$ cat config.mk
export PLATFORM = sky130hd
export DESIGN_NAME = pci_unit
export DESIGN_NICKNAME = d
export VERILOG_FILES = /design/src/shared/pci_pkg.sv /design/src/verilog/pci_unit.sv
export VERILOG_INCLUDE_DIRS = /design/src /design/src/shared
export SDC_FILE = /design/constraint.sdc
export NUM_CORES = 1
export LEC_CHECK = 0
export ABC_AREA = 1
export BUFFER_PORTS_ARGS = -buffer_cell sky130_fd_sc_hd__buf_4
export CELL_PAD_IN_SITES_DETAIL_PLACEMENT = 1
export CELL_PAD_IN_SITES_GLOBAL_PLACEMENT = 2
export CORE_MARGIN = 2
export CORE_UTILIZATION = 39
export DETAILED_ROUTE_END_ITERATION = 12
export GPL_TIMING_DRIVEN = 0
export PLACE_DENSITY = 0.78
export SLEW_MARGIN = 20
export SYNTH_ARGS = -nofsm -noshare
export SYNTH_HDL_FRONTEND = slang
export SYNTH_SLANG_ARGS = --single-unit
$ cat constraint.sdc
create_clock -name sys_clk_in -period 6.59 [get_ports sys_clk_in]
set_input_delay 0 -clock sys_clk_in [delete_from_list [all_inputs] [get_ports sys_clk_in]]
set_output_delay 0 -clock sys_clk_in [all_outputs]
set_load 0.05 [all_outputs]
$ cat src/shared/pci_defs.svh
// Register map, field positions, reset values and sizes of the pin change interrupt unit.
`ifndef PCI_DEFS_SVH
`define PCI_DEFS_SVH

// Data-space byte offsets.
`define PCI_ADDR_FLAGS 8'h3b
`define PCI_ADDR_EXT_FLAGS 8'h3c
`define PCI_ADDR_EXT_MASK 8'h3d
`define PCI_ADDR_BANK_EN 8'h68
`define PCI_ADDR_SENSE 8'h69
`define PCI_ADDR_MASK0 8'h6b
`define PCI_ADDR_MASK1 8'h6c
`define PCI_ADDR_MASK2 8'h6d
`define PCI_ADDR_MASK3 8'h73

// I/O instructions address data space less this base.
`define PCI_IO_BASE 8'h20

// Implemented bits of each register.
`define PCI_IMPL_MASK0 8'hff
`define PCI_IMPL_MASK1 8'h7f
`define PCI_IMPL_MASK2 8'hff
`define PCI_IMPL_MASK3 8'h0f
`define PCI_BANK_BITS 4
`define PCI_EXT0_BIT 0

// Reset values.
`define PCI_RESET_BYTE 8'h00
`define PCI_RESET_BANK 4'h0
`define PCI_RESET_SENSE 2'h0

// Vector request positions on the request bus.
`define PCI_VEC_EXT0 0
`define PCI_VEC_BANK0 1
`define PCI_NUM_VEC 5

`endif

$ cat src/shared/pci_pkg.sv
// Types shared by the pin change interrupt unit.
package pci_pkg;

  // Sense codes for external pin 0.
  typedef enum logic [1:0] {
    PCI_SENSE_LOW = 2'b00,
    PCI_SENSE_ANY = 2'b01,
    PCI_SENSE_FALL = 2'b10,
    PCI_SENSE_RISE = 2'b11
  } pci_sense_e;

  // Data-space load/store access from the core.
  typedef struct packed {
    logic [7:0] addr;
    logic [7:0] wdata;
    logic wr;
    logic rd;
  } pci_data_req_s;

  // I/O-instruction access from the core.
  typedef struct packed {
    logic [5:0] addr;
    logic [7:0] wdata;
    logic wr;
    logic rd;
  } pci_io_req_s;

endpackage : pci_pkg

$ cat src/verilog/pci_unit.sv
// Pin change and external pin 0 interrupt unit with its register file.
`timescale 1ns/10ps
`default_nettype none
`include "pci_defs.svh"

// One group of asynchronous pins: three flops, an agree filter and the previous settled sample.
// Keeping the chain in one place means the pin banks and external pin 0 age identically.
module pci_pin_watch
  import pci_pkg::*;
#(
  parameter int WIDTH = 1
) (
  input wire logic sys_clk_in,
  input wire logic rst_in,
  input wire logic primed_in,
  input wire logic [WIDTH-1:0] pin_in,
  output logic [WIDTH-1:0] level_out,
  output logic [WIDTH-1:0] prev_out
);

  // Stage 1 is read only by stage 2, so a metastable value never reaches the filter.
  logic [WIDTH-1:0] sync1_ff;
  logic [WIDTH-1:0] sync2_ff;
  logic [WIDTH-1:0] sync3_ff;
  logic [WIDTH-1:0] level_ff;
  logic [WIDTH-1:0] prev_ff;
  logic [WIDTH-1:0] agree;
  logic [WIDTH-1:0] nxt_level;

  // A new level counts once stages 2 and 3 agree; a one-cycle glitch is dropped.
  assign agree = ~(sync2_ff ^ sync3_ff);
  assign nxt_level = (agree & sync3_ff) | (~agree & level_ff);

  // Synchroniser chain.
  always_ff @(posedge sys_clk_in or posedge rst_in) begin
    if (rst_in) begin
      sync1_ff <= '0;
      sync2_ff <= '0;
      sync3_ff <= '0;
    end else begin
      sync1_ff <= pin_in;
      sync2_ff <= sync1_ff;
      sync3_ff <= sync2_ff;
    end
  end

  // Until the chain is primed the previous sample follows the level, so the reset value of
  // the flops never shows up as a change when a pin idles high.
  always_ff @(posedge sys_clk_in or posedge rst_in) begin
    if (rst_in) begin
      level_ff <= '0;
      prev_ff <= '0;
    end else begin
      level_ff <= nxt_level;
      prev_ff <= primed_in ? level_ff : nxt_level;
    end
  end

  assign level_out = level_ff;
  assign prev_out = prev_ff;

endmodule : pci_pin_watch

// A group of request flags that hardware sets and software or the core clears.
module pci_flag_cell
  import pci_pkg::*;
#(
  parameter int WIDTH = 1
) (
  input wire logic sys_clk_in,
  input wire logic rst_in,
  input wire logic hold_clear_in,
  input wire logic [WIDTH-1:0] set_in,
  input wire logic [WIDTH-1:0] clear_in,
  output logic [WIDTH-1:0] next_out,
  output logic [WIDTH-1:0] flag_out
);

  logic [WIDTH-1:0] flag_ff;
  logic [WIDTH-1:0] nxt_flag;

  // A set in the same cycle as a clear wins, so no change is lost to a late clear.
  assign nxt_flag = hold_clear_in ? '0 : ((flag_ff & ~clear_in) | set_in);

  // Flag storage.
  always_ff @(posedge sys_clk_in or posedge rst_in) begin
    if (rst_in) begin
      flag_ff <= '0;
    end else begin
      flag_ff <= nxt_flag;
    end
  end

  assign next_out = nxt_flag;
  assign flag_out = flag_ff;

endmodule : pci_flag_cell

module pci_unit
  import pci_pkg::*;
#(
  parameter int PIN_COUNT = 28,
  parameter int SYNC_STAGES = 3
) (
  input wire logic sys_clk_in,
  input wire logic rst_in,
  input wire logic [PIN_COUNT-1:0] change_input_pin_in,
  input wire logic ext_irq0_pin_in,
  input wire logic global_irq_enable_in,
  input wire pci_data_req_s data_req_in,
  input wire pci_io_req_s io_req_in,
  input wire logic [`PCI_NUM_VEC-1:0] vector_ack_in,
  output logic [7:0] rdata_out,
  output logic [`PCI_NUM_VEC-1:0] vector_req_out
);

  // Settled pin levels and their previous samples from the synchronisers.
  logic [PIN_COUNT-1:0] pin_level;
  logic [PIN_COUNT-1:0] pin_prev;
  logic ext_level;
  logic ext_prev;

  // Software-visible registers; the flags live in their flag cells.
  logic [`PCI_BANK_BITS-1:0] bank_en_ff;
  logic [`PCI_BANK_BITS-1:0] bank_flags;
  logic [7:0] mask_ff [`PCI_BANK_BITS];
  logic ext_mask_ff;
  logic ext_flag;
  pci_sense_e sense_ff;

  // Registered outputs.
  logic [7:0] rdata_ff;
  logic [`PCI_NUM_VEC-1:0] vector_req_ff;

  // Unified register access: data space wins when both ports strike together.
  logic data_acc;
  logic [7:0] acc_addr;
  logic [7:0] acc_wdata;
  logic acc_wr;
  logic acc_rd;
  assign data_acc = data_req_in.wr | data_req_in.rd;
  // I/O addresses map to 0x20..0x5f, so extended space stays out of reach.
  assign acc_addr = data_acc ? data_req_in.addr : ({2'b00, io_req_in.addr} + `PCI_IO_BASE);
  assign acc_wdata = data_acc ? data_req_in.wdata : io_req_in.wdata;
  assign acc_wr = data_acc ? data_req_in.wr : io_req_in.wr;
  assign acc_rd = data_acc ? data_req_in.rd : io_req_in.rd;

  // Address decode.
  logic hit_flags;
  logic hit_ext_flags;
  logic hit_ext_mask;
  logic hit_bank_en;
  logic hit_sense;
  logic [`PCI_BANK_BITS-1:0] hit_mask;
  assign hit_flags = acc_addr == `PCI_ADDR_FLAGS;
  assign hit_ext_flags = acc_addr == `PCI_ADDR_EXT_FLAGS;
  assign hit_ext_mask = acc_addr == `PCI_ADDR_EXT_MASK;
  assign hit_bank_en = acc_addr == `PCI_ADDR_BANK_EN;
  assign hit_sense = acc_addr == `PCI_ADDR_SENSE;
  assign hit_mask[0] = acc_addr == `PCI_ADDR_MASK0;
  assign hit_mask[1] = acc_addr == `PCI_ADDR_MASK1;
  assign hit_mask[2] = acc_addr == `PCI_ADDR_MASK2;
  assign hit_mask[3] = acc_addr == `PCI_ADDR_MASK3;

  // Implemented bits per mask register; the rest store nothing and read zero.
  logic [7:0] impl_mask [`PCI_BANK_BITS];
  assign impl_mask[0] = `PCI_IMPL_MASK0;
  assign impl_mask[1] = `PCI_IMPL_MASK1;
  assign impl_mask[2] = `PCI_IMPL_MASK2;
  assign impl_mask[3] = `PCI_IMPL_MASK3;

  // Read multiplexer; an unmapped address reads as zero.
  logic [7:0] rd_mux;
  assign rd_mux = hit_flags ? {4'h0, bank_flags} :
                  hit_ext_flags ? {7'h00, ext_flag} :
                  hit_ext_mask ? {7'h00, ext_mask_ff} :
                  hit_bank_en ? {4'h0, bank_en_ff} :
                  hit_sense ? {6'h00, sense_ff} :
                  hit_mask[0] ? mask_ff[0] :
                  hit_mask[1] ? mask_ff[1] :
                  hit_mask[2] ? mask_ff[2] :
                  hit_mask[3] ? mask_ff[3] : `PCI_RESET_BYTE;

  // Edges counted since reset; the chains hold a real pin sample only after this many.
  // The counter is three bits wide, which limits SYNC_STAGES to six.
  localparam int PRIME_CYCLES = SYNC_STAGES + 1;
  logic [2:0] prime_cnt_ff;
  logic primed;
  assign primed = prime_cnt_ff == 3'(PRIME_CYCLES);
  always_ff @(posedge sys_clk_in or posedge rst_in) begin
    if (rst_in) begin
      prime_cnt_ff <= 3'h0;
    end else if (!primed) begin
      prime_cnt_ff <= prime_cnt_ff + 3'h1;
    end
  end

  // Pin banks and external pin 0 pass the same three-flop agree filter.
  pci_pin_watch #(
    .WIDTH(PIN_COUNT)
  ) u_pin_watch (
    .sys_clk_in(sys_clk_in),
    .rst_in(rst_in),
    .primed_in(primed),
    .pin_in(change_input_pin_in),
    .level_out(pin_level),
    .prev_out(pin_prev)
  );
  pci_pin_watch #(
    .WIDTH(1)
  ) u_ext_watch (
    .sys_clk_in(sys_clk_in),
    .rst_in(rst_in),
    .primed_in(primed),
    .pin_in(ext_irq0_pin_in),
    .level_out(ext_level),
    .prev_out(ext_prev)
  );

  // Change is a difference between two consecutive settled samples.
  logic [31:0] pin_change;
  assign pin_change = {{(32 - PIN_COUNT){1'b0}}, pin_level ^ pin_prev};

  // Bank hits: unmasked pin change qualified by its bank enable.
  logic [`PCI_BANK_BITS-1:0] bank_hit;
  genvar gb;
  generate
    for (gb = 0; gb < `PCI_BANK_BITS; gb++) begin : g_bank
      // Bank 0..3 cover pins 7..0, 14..8, 23..16 and 27..24.
      assign bank_hit[gb] = bank_en_ff[gb] & (|(pin_change[gb*8 +: 8] & mask_ff[gb]));
    end
  endgenerate

  // Software clears of bank flags; only set bits clear.
  logic [`PCI_BANK_BITS-1:0] flag_w1c;
  logic [`PCI_BANK_BITS-1:0] flag_ack;
  logic [`PCI_BANK_BITS-1:0] nxt_flags;
  assign flag_w1c = (acc_wr & hit_flags) ? acc_wdata[`PCI_BANK_BITS-1:0] : '0;
  assign flag_ack = vector_ack_in[`PCI_VEC_BANK0 +: `PCI_BANK_BITS];

  // Bank flags: a qualified change sets, a one-write or the core's ack clears.
  pci_flag_cell #(
    .WIDTH(`PCI_BANK_BITS)
  ) u_bank_flags (
    .sys_clk_in(sys_clk_in),
    .rst_in(rst_in),
    .hold_clear_in(1'b0),
    .set_in(bank_hit),
    .clear_in(flag_w1c | flag_ack),
    .next_out(nxt_flags),
    .flag_out(bank_flags)
  );

  // External pin 0 edge selection by sense code.
  logic ext_rise;
  logic ext_fall;
  logic ext_edge;
  logic ext_level_mode;
  assign ext_rise = ext_level & ~ext_prev;
  assign ext_fall = ~ext_level & ext_prev;
  assign ext_level_mode = sense_ff == PCI_SENSE_LOW;
  assign ext_edge = (sense_ff == PCI_SENSE_ANY) ? (ext_rise | ext_fall) :
                    (sense_ff == PCI_SENSE_FALL) ? ext_fall :
                    (sense_ff == PCI_SENSE_RISE) ? ext_rise : 1'b0;

  // External pin 0 flag: level mode holds it clear, else set beats clear.
  logic ext_clr;
  logic nxt_ext_flag;
  assign ext_clr = (acc_wr & hit_ext_flags & acc_wdata[`PCI_EXT0_BIT])
                   | vector_ack_in[`PCI_VEC_EXT0];
  pci_flag_cell #(
    .WIDTH(1)
  ) u_ext_flag (
    .sys_clk_in(sys_clk_in),
    .rst_in(rst_in),
    .hold_clear_in(ext_level_mode),
    .set_in(ext_edge),
    .clear_in(ext_clr),
    .next_out(nxt_ext_flag),
    .flag_out(ext_flag)
  );

  // Vector requests: flag, its enable and the core's global enable.
  logic ext_cause;
  logic [`PCI_NUM_VEC-1:0] nxt_vector_req;
  // In level mode the low pin itself requests, without a flag, once the chain is primed.
  assign ext_cause = ext_level_mode ? (primed & ~ext_level) : nxt_ext_flag;
  assign nxt_vector_req[`PCI_VEC_EXT0] = global_irq_enable_in & ext_mask_ff & ext_cause;
  assign nxt_vector_req[`PCI_VEC_BANK0 +: `PCI_BANK_BITS] =
    {`PCI_BANK_BITS{global_irq_enable_in}} & bank_en_ff & nxt_flags;

  // Requests are registered from the next flag value, so they appear with the flag.
  always_ff @(posedge sys_clk_in or posedge rst_in) begin
    if (rst_in) begin
      vector_req_ff <= '0;
    end else begin
      vector_req_ff <= nxt_vector_req;
    end
  end

  // Write strobes of the control registers.
  logic wr_bank_en;
  logic wr_ext_mask;
  logic wr_sense;
  assign wr_bank_en = acc_wr & hit_bank_en;
  assign wr_ext_mask = acc_wr & hit_ext_mask;
  assign wr_sense = acc_wr & hit_sense;

  // Bank enables; only the low nibble exists.
  always_ff @(posedge sys_clk_in or posedge rst_in) begin
    if (rst_in) begin
      bank_en_ff <= `PCI_RESET_BANK;
    end else if (wr_bank_en) begin
      bank_en_ff <= acc_wdata[`PCI_BANK_BITS-1:0];
    end
  end

  // External pin 0 mask bit.
  always_ff @(posedge sys_clk_in or posedge rst_in) begin
    if (rst_in) begin
      ext_mask_ff <= 1'b0;
    end else if (wr_ext_mask) begin
      ext_mask_ff <= acc_wdata[`PCI_EXT0_BIT];
    end
  end

  // Sense select; reset leaves external pin 0 in low-level mode, which keeps its flag clear.
  always_ff @(posedge sys_clk_in or posedge rst_in) begin
    if (rst_in) begin
      sense_ff <= PCI_SENSE_LOW;
    end else if (wr_sense) begin
      sense_ff <= pci_sense_e'(acc_wdata[1:0]);
    end
  end

  // Per-pin mask registers keep only implemented bits.
  genvar gm;
  generate
    for (gm = 0; gm < `PCI_BANK_BITS; gm++) begin : g_mask
      always_ff @(posedge sys_clk_in or posedge rst_in) begin
        if (rst_in) begin
          mask_ff[gm] <= `PCI_RESET_BYTE;
        end else if (acc_wr & hit_mask[gm]) begin
          mask_ff[gm] <= acc_wdata & impl_mask[gm];
        end
      end
    end
  endgenerate

  // Read data is captured on the edge that samples the read strobe and held until the next read.
  always_ff @(posedge sys_clk_in or posedge rst_in) begin
    if (rst_in) begin
      rdata_ff <= `PCI_RESET_BYTE;
    end else if (acc_rd) begin
      rdata_ff <= rd_mux;
    end
  end

  assign rdata_out = rdata_ff;
  assign vector_req_out = vector_req_ff;

endmodule : pci_unit
`default_nettype wire

Yosys cells after proc, flatten, opt, wreduce, memory -nomap -nowiden
Index checks and enable logic that the tools add are counted.

Bits in registers: 200. Input port bits: 71. Output and inout bits: 13. Word-level logic and storage cells: 112.

Add/sub/neg operators: 2. Reduce and logical (&&, ||, !) cells: 5. Bitwise logic cells: 49. Mux-type cells: 21. Equal/unequal tests: 13.

Operator list (number): 8-bit two-way mux (10); 28-bit AND (2); 28-bit inverter (2); 28-bit bitwise XOR (2); 8-bit by 7-bit == test with 1-bit output (second input constant) (6); 8-bit OR reduction (4); 28-bit two-way mux (1); 28-bit bitwise OR (1); 8-bit by 6-bit == test with 1-bit output (second input constant) (3); 1-bit AND (22); 4-bit AND (4); 8-bit AND (2); 8-bit by 7-bit AND with 8-bit output (1); 1-bit two-way mux (8); 4-bit two-way mux (2); 4-bit bitwise OR (2); 6-bit by 6-bit adder with 7-bit output (second input constant) (1); 1-bit bitwise OR (5); 2-bit == test (second input constant) (2); 1-bit inverter (4); 4-bit inverter (1); 3-bit by 1-bit adder with 3-bit output (second input constant) (1); 3-bit == test (second input constant) (1); 2-bit by 1-bit == test with 1-bit output (second input constant) (1); other kinds (2) (2).

Depth between registers and ports, before layout
Depth after elaboration: 12. Gate-level depth with buffers: 16. Mapped depth without buffers: 15.

Modules after synthesis
A second synthesis with hierarchy kept.

Cells, all modules: 903. Area total of the unflattened synthesis: 8370.5 um^2.

Modules (own cells, without submodules): pci_pin_watch (u_pin_watch) (cells an instance 427, sequential area each 3503.4 um^2, area each 4723.3 um^2, times used 1); pci_unit (cells an instance 432, sequential area each 1251.2 um^2, area each 3255.6 um^2, times used 1); pci_pin_watch (u_ext_watch) (cells an instance 17, sequential area each 125.1 um^2, area each 173.9 um^2, times used 1); pci_flag_cell (u_bank_flags) (cells an instance 21, sequential area each 100.1 um^2, area each 168.9 um^2, times used 1); pci_flag_cell (u_ext_flag) (cells an instance 6, sequential area each 25.0 um^2, area each 48.8 um^2, times used 1).

Worst setup path before layout
OpenSTA, ideal clock, no wires.

Path type: flip-flop to flip-flop. Start point: register prime_cnt_ff[0]. End point: register u_pin_watch.prev_ff[10] (netlist: u_pin_watch.prev_out[10]). Arrival: 1.472 ns. Setup time: 0.125 ns. Path slack: 4.994 ns. Period minus slack after synthesis: 1.596 ns. Buffers on the path: 1. Data required time: 6.465 ns. Stages on the path, launching flop included: 6. Path through: dfrtp_1 inv_1 ha_1 nand2_1 clkbuf_1 mux2_2.

Cells in the longest elaborated chain, start to end: 2.

Ends and longest elaborated chain: from (decl) (RTL line pci_unit.sv:187) `logic [2:0] prime_cnt_ff;`; from (signal assigned) (RTL line pci_unit.sv:194) `prime_cnt_ff <= prime_cnt_ff + 3'h1;`; 3-bit == test (RTL line pci_unit.sv:189) `assign primed = prime_cnt_ff == 3'(PRIME_CYCLES);`; 28-bit two-way mux (RTL line pci_unit.sv:55) `prev_ff <= primed_in ? level_ff : nxt_level;`; to (signal assigned) (RTL line pci_unit.sv:55); to (decl) (RTL line pci_unit.sv:26) `logic [WIDTH-1:0] prev_ff;`.

Every way passes these cells. A chain may end at the register's enable or synchronous reset.

Worst setup path after layout
Start point: input port data_req_in[0] in the netlist's numbering. End point: register vector_req_ff[0] (netlist: vector_req_out[0]).

Cells in the longest elaborated chain, start to end: 12. Elaborated cells between the ends (all ways): 14. Those cells by class: eq/ne (1); mux (5); bitwise (8).

Ends and longest elaborated chain: from (decl) (RTL line pci_unit.sv:110) `input wire pci_data_req_s data_req_in,`; 1-bit bitwise OR (*) (RTL line pci_unit.sv:141) `assign data_acc = data_req_in.wr | data_req_in.rd;`; 8-bit two-way mux (RTL line pci_unit.sv:143) `` assign acc_addr = data_acc ? data_req_in.addr : ({2'b00, io_req_in.addr} + `PCI_IO_BASE); ``; 8-bit by 6-bit == test with 1-bit output (no source line); 1-bit AND (RTL line pci_unit.sv:269) `` assign ext_clr = (acc_wr & hit_ext_flags & acc_wdata[`PCI_EXT0_BIT]) ``; 1-bit AND (*) (RTL line pci_unit.sv:269); 1-bit bitwise OR (*) (RTL line pci_unit.sv:269); 1-bit inverter (*) (RTL line pci_unit.sv:83) `assign nxt_flag = hold_clear_in ? '0 : ((flag_ff & ~clear_in) | set_in);`; 1-bit AND (*) (RTL line pci_unit.sv:83); 1-bit bitwise OR (*) (RTL line pci_unit.sv:83); 1-bit two-way mux (*) (RTL line pci_unit.sv:83); via nxt_ext_flag (RTL line pci_unit.sv:268) `logic nxt_ext_flag;`; 1-bit two-way mux (*) (RTL line pci_unit.sv:287) `assign ext_cause = ext_level_mode ? (primed & ~ext_level) : nxt_ext_flag;`; 1-bit AND (*) (RTL line pci_unit.sv:288) `` assign nxt_vector_req[`PCI_VEC_EXT0] = global_irq_enable_in & ext_mask_ff & ext_cause; ``; via nxt_vector_req[0] (RTL line pci_unit.sv:285) `` logic [`PCI_NUM_VEC-1:0] nxt_vector_req; ``; to (signal assigned) (RTL line pci_unit.sv:297) `vector_req_ff <= nxt_vector_req;`; to (decl) (RTL line pci_unit.sv:133) `` logic [`PCI_NUM_VEC-1:0] vector_req_ff; ``.

Mark *: on every way through the listed nets, which the timed path passes. The rest lies on a longest branch.

==> summary.md <==
| Metric | Value |
|---|---|
| Area of the die | `0.0203 sq mm` |
| Portion of synthesized cell area occupied by the leading cell type | `65.1%` |
| Global routing usage on met3 | `2.85%` |
| Class of the most critical setup path | `input pin to flip-flop` |
| Post-layout worst setup margin | `4080 ps` |
| Worst clock skew | `7.73 ps` |
| Cell count of the worst reg-to-reg path | `8` |
| Number of storage elements in the synthesis netlist | `195` |
| Final hold viol count | `0` |
| Number of standard cells in the final layout excluding fillers | `1051` |
| Fraction of layout instances using a drive strength above 1 | `22.4%` |
| Clock Sink Count | `195` |
| Die Y-Extent | `143 um` |
| Vias in the first global route | `5585` |
| Sequential cell area fraction in the yosys report | `65.1%` |
| Final antenna diode count | `0` |
| Initial Utilization | `39.9%` |
| DRC violation count after routing | `0` |
| Number of H-tree branching levels | `4` |
| Worst-Margin Slew | `792 ps` |
| Hold Path Stages | `4` |
| Yosys warning total | `0` |
| Leakage Power | `4.42 nW` |
| Clock-pin transition on the worst setup and hold timing paths | `80 ps` |
| Total wire length after detailed routing | `17300 um` |
| Cell at the root of the clock tree | `sky130_fd_sc_hd__clkbuf_16` |
| Worst supply voltage drop on vdd | `0.158 mV` |
| Routed vias | `5148` |
| Die span in x | `143 um` |
| Routed length per placed instance | `16.4 um` |
| Total routing usage reported by global routing | `18.3%` |
| Number of design-rule violations left by the first detailed-router iteration | `230` |
| Wire length of the first global-routing pass | `28600 um` |
| Crit share post-route | `38.1%` |
| HPWL Detailed | `12400 um` |
| Max clock buf depth | `2` |
| Max transition margin | `47.2%` |
| Placeable core region | `0.0188 sq mm` |
| Routability Congestion | `0.841` |
| I/O pin count | `84` |
| Run status | `finished clean` |
| Number of flops mapped to enable cells by yosys | `0` |
| Total power density per cell area | `280 mW/mm^2` |
| Sort of element at the start of the critical path | `input pin` |
| Mean Syn Cell Area | `11.4 sq um` |
| Cell count after synthesis | `657` |
| Fraction of synthesis flops using an asynchronous set or reset pin | `100%` |
| HP Class | `input pin to flip-flop` |
| Count of final max-slew check failures | `0` |
| Area leader, netlist | `sky130_fd_sc_hd__dfrtp_1` |
| Most numerous cell types in the synthesized netlist | `sky130_fd_sc_hd__dfrtp_1 (195), sky130_fd_sc_hd__nand2_1 (129), sky130_fd_sc_hd__o21ai_0 (61)` |
| Clock tree from TritonCTS | `done` |
| Number of violations of the max-capacitance limit | `0` |
| Most common cell in the synthesized netlist | `sky130_fd_sc_hd__dfrtp_1` |
| Cell Rows | `50` |
| # nets final | `879` |
| Overflow after GRT | `0` |
| TritonRoute pass-1 iters | `4` |
| Type of destination of the critical path | `flip-flop` |
| Placed cells | `974` |
| CP Data Required Time | `6910 ps` |
| Most Crowded Layer GR | `met2` |
| Largest net degree at the start of global routing | `109` |
| Post-synthesis cell area | `0.00749 sq mm` |
| Most area-consuming cells after synthesis | `sky130_fd_sc_hd__dfrtp_1 (65%), sky130_fd_sc_hd__nand2_1 (6.5%), sky130_fd_sc_hd__mux2_2 (4.2%)` |
| Maximum net fanout on the critical path | `10` |
| Synthesis-to-finish area growth | `27.0%` |
| Via/cell ratio | `4.90` |
| Met1 usage in global routing | `25.1%` |
| Crit path time final | `2510 ps` |
| Clock buffer count from CTS | `17` |
| Antenna-violating nets left | `0` |
| Source-to-sink clock delay at the later pin of the worst-skew pair | `430 ps` |
| Number of antenna violations at the first check in global routing | `0` |
| Max Freq | `0.398 GHz` |
| Count of unique library cells instantiated by Yosys | `39` |
| Buffers on Ports | `82` |
| Post-place setup slack | `4500 ps` |
| RSZ-0062 raised after global routing | `false` |
| Post-synth net total | `732` |
| Final number of setup-violating endpoints | `0` |
| Signal arrival time at the worst endpoint | `2830 ps` |
| Met2 usage | `30.2%` |
| Top_reg_cell synth | `sky130_fd_sc_hd__dfrtp_1` |
==> cells by family after synthesis <==
kind of cell	synth area share, %
mux	4.21
compound gates	8.85
xor+xnor	0.935
flops	65.1
simple gates	12.4
fa+ha+maj	4.41
buf+inv	4.07
==> layout make-up <==
class,instances,area [sq um]
fillers,2033,9250
flip-flops and latches,195,4880
multi-input cells,391,2310
repair buffers,128,1090
clock buffers,17,425
well taps,234,293
inverters,60,233
clock inverters,15,208
plain buffers,11,80.1
==> per-stage QoR <==
| step | power (W) | util [%] | TNS, ps | hold slack [ps] | cell area, sq um |
|---|---|---|---|---|---|
| after floorplan | 0.00150 | - | 0 | 31.4 | 7490 |
| after global placement | 0.00159 | 44.8 | -113740 | 109 | 8400 |
| final | 0.00267 | 50.7 | 0 | 31.3 | 9520 |
| after detailed placement | 0.00161 | 45.0 | 0 | 110 | 8440 |
| after CTS | 0.00270 | 50.7 | 0 | 7.50 | 9520 |
| after global routing | 0.00279 | 50.7 | 0 | 39.0 | 9520 |
==> placed cells by master (no fill, tap or decap), types with 4 or more instances in the layout <==
master and instances:
sky130_fd_sc_hd__and3_1 4, sky130_fd_sc_hd__clkinv_8 6, sky130_fd_sc_hd__nor2_4 8, sky130_fd_sc_hd__xnor2_1 7, sky130_fd_sc_hd__o21ai_0 61, sky130_fd_sc_hd__o21ai_1 6
sky130_fd_sc_hd__buf_4 84, sky130_fd_sc_hd__clkbuf_1 4, sky130_fd_sc_hd__nor2_1 23, sky130_fd_sc_hd__buf_6 4, sky130_fd_sc_hd__o21a_1 5, sky130_fd_sc_hd__inv_8 4
sky130_fd_sc_hd__nor2_2 6, sky130_fd_sc_hd__ha_1 4, sky130_fd_sc_hd__o22ai_1 4, sky130_fd_sc_hd__mux2_2 28, sky130_fd_sc_hd__a21oi_1 24, sky130_fd_sc_hd__nand3_1 15
sky130_fd_sc_hd__dfrtp_1 195, sky130_fd_sc_hd__o2111ai_1 4, sky130_fd_sc_hd__inv_1 56, sky130_fd_sc_hd__clkbuf_16 17, sky130_fd_sc_hd__maj3_1 28, sky130_fd_sc_hd__dlygate4sd3_1 45
sky130_fd_sc_hd__nand2_2 10, sky130_fd_sc_hd__nand2_1 129
==> routing by layer <==
metal / wire, um / up-vias / part of all wire [%]
li1: - / 2465 / -
met1: 8160 / 2573 / 47
met2: 8350 / 96 / 48
met3: 567 / 14 / 3.3
met4: 204 / 0 / 1.2
met5: 0 / - / 0
==> sequential cells by signal, indices dropped and copies added (netlist names), 4 cells and up <==
signal and cells:
bank_en_ff 4, u_pin_watch.sync1_ff 27, u_pin_watch.sync3_ff 27, vector_req_out 5, u_pin_watch.level_out 27, mask_ff 27
u_pin_watch.sync2_ff 27, rdata_out 8, u_pin_watch.prev_out 27, u_bank_flags.flag_out 4
==> where the power goes <==
group | switching, W | internal (W) | total (W)
combinational | 0.000144 | 0.000120 | 0.000264
sequential | 0.0000531 | 0.00128 | 0.00134
clock | 0.000513 | 0.000554 | 0.00107
total | 0.000710 | 0.00196 | 0.00267
==> what timing repair did <==
| action | 4_1_cts | 5_1_grt |
|---|---|---|
| endpoints found under the setup margin | 0 | 0 |
| hold endpoints to repair | 138 | 0 |
| hold buffers | 45 | 0 |
| gates resized for setup | 0 | 0 |
| setup buffers | 0 | 0 |
==> worst paths after layout <==
path	startpoint	end	slack (ps)
max	data_req_in[0]	vector_req_out[0]	4080
min	io_req_in[0]	rdata_out[4]	30
max reg2reg	prime_cnt_ff[0]	vector_req_out[0]	4300
min reg2reg	u_pin_watch.sync1_ff[12]	u_pin_watch.sync2_ff[12]	350
max in group asynchronous	rst_in	u_pin_watch.level_out[8]	5480
min in group asynchronous	rst_in	prime_cnt_ff[2]	200
==> worst max-delay path: stages <==
cell	delay, ps
sky130_fd_sc_hd__dlygate4sd3_1	540
sky130_fd_sc_hd__buf_4	160
sky130_fd_sc_hd__inv_1	100
sky130_fd_sc_hd__nand2_2	140
sky130_fd_sc_hd__buf_6	190
sky130_fd_sc_hd__o21ai_1	130
sky130_fd_sc_hd__nand2_1	100
sky130_fd_sc_hd__nor2_2	300
sky130_fd_sc_hd__nand2_1	180
sky130_fd_sc_hd__o211ai_1	200
sky130_fd_sc_hd__a21oi_1	100
sky130_fd_sc_hd__nor2_1	100
sky130_fd_sc_hd__nor2_1	50
sky130_fd_sc_hd__dlygate4sd3_1	550
No activity file was read; power rests on OpenSTA's default activity.
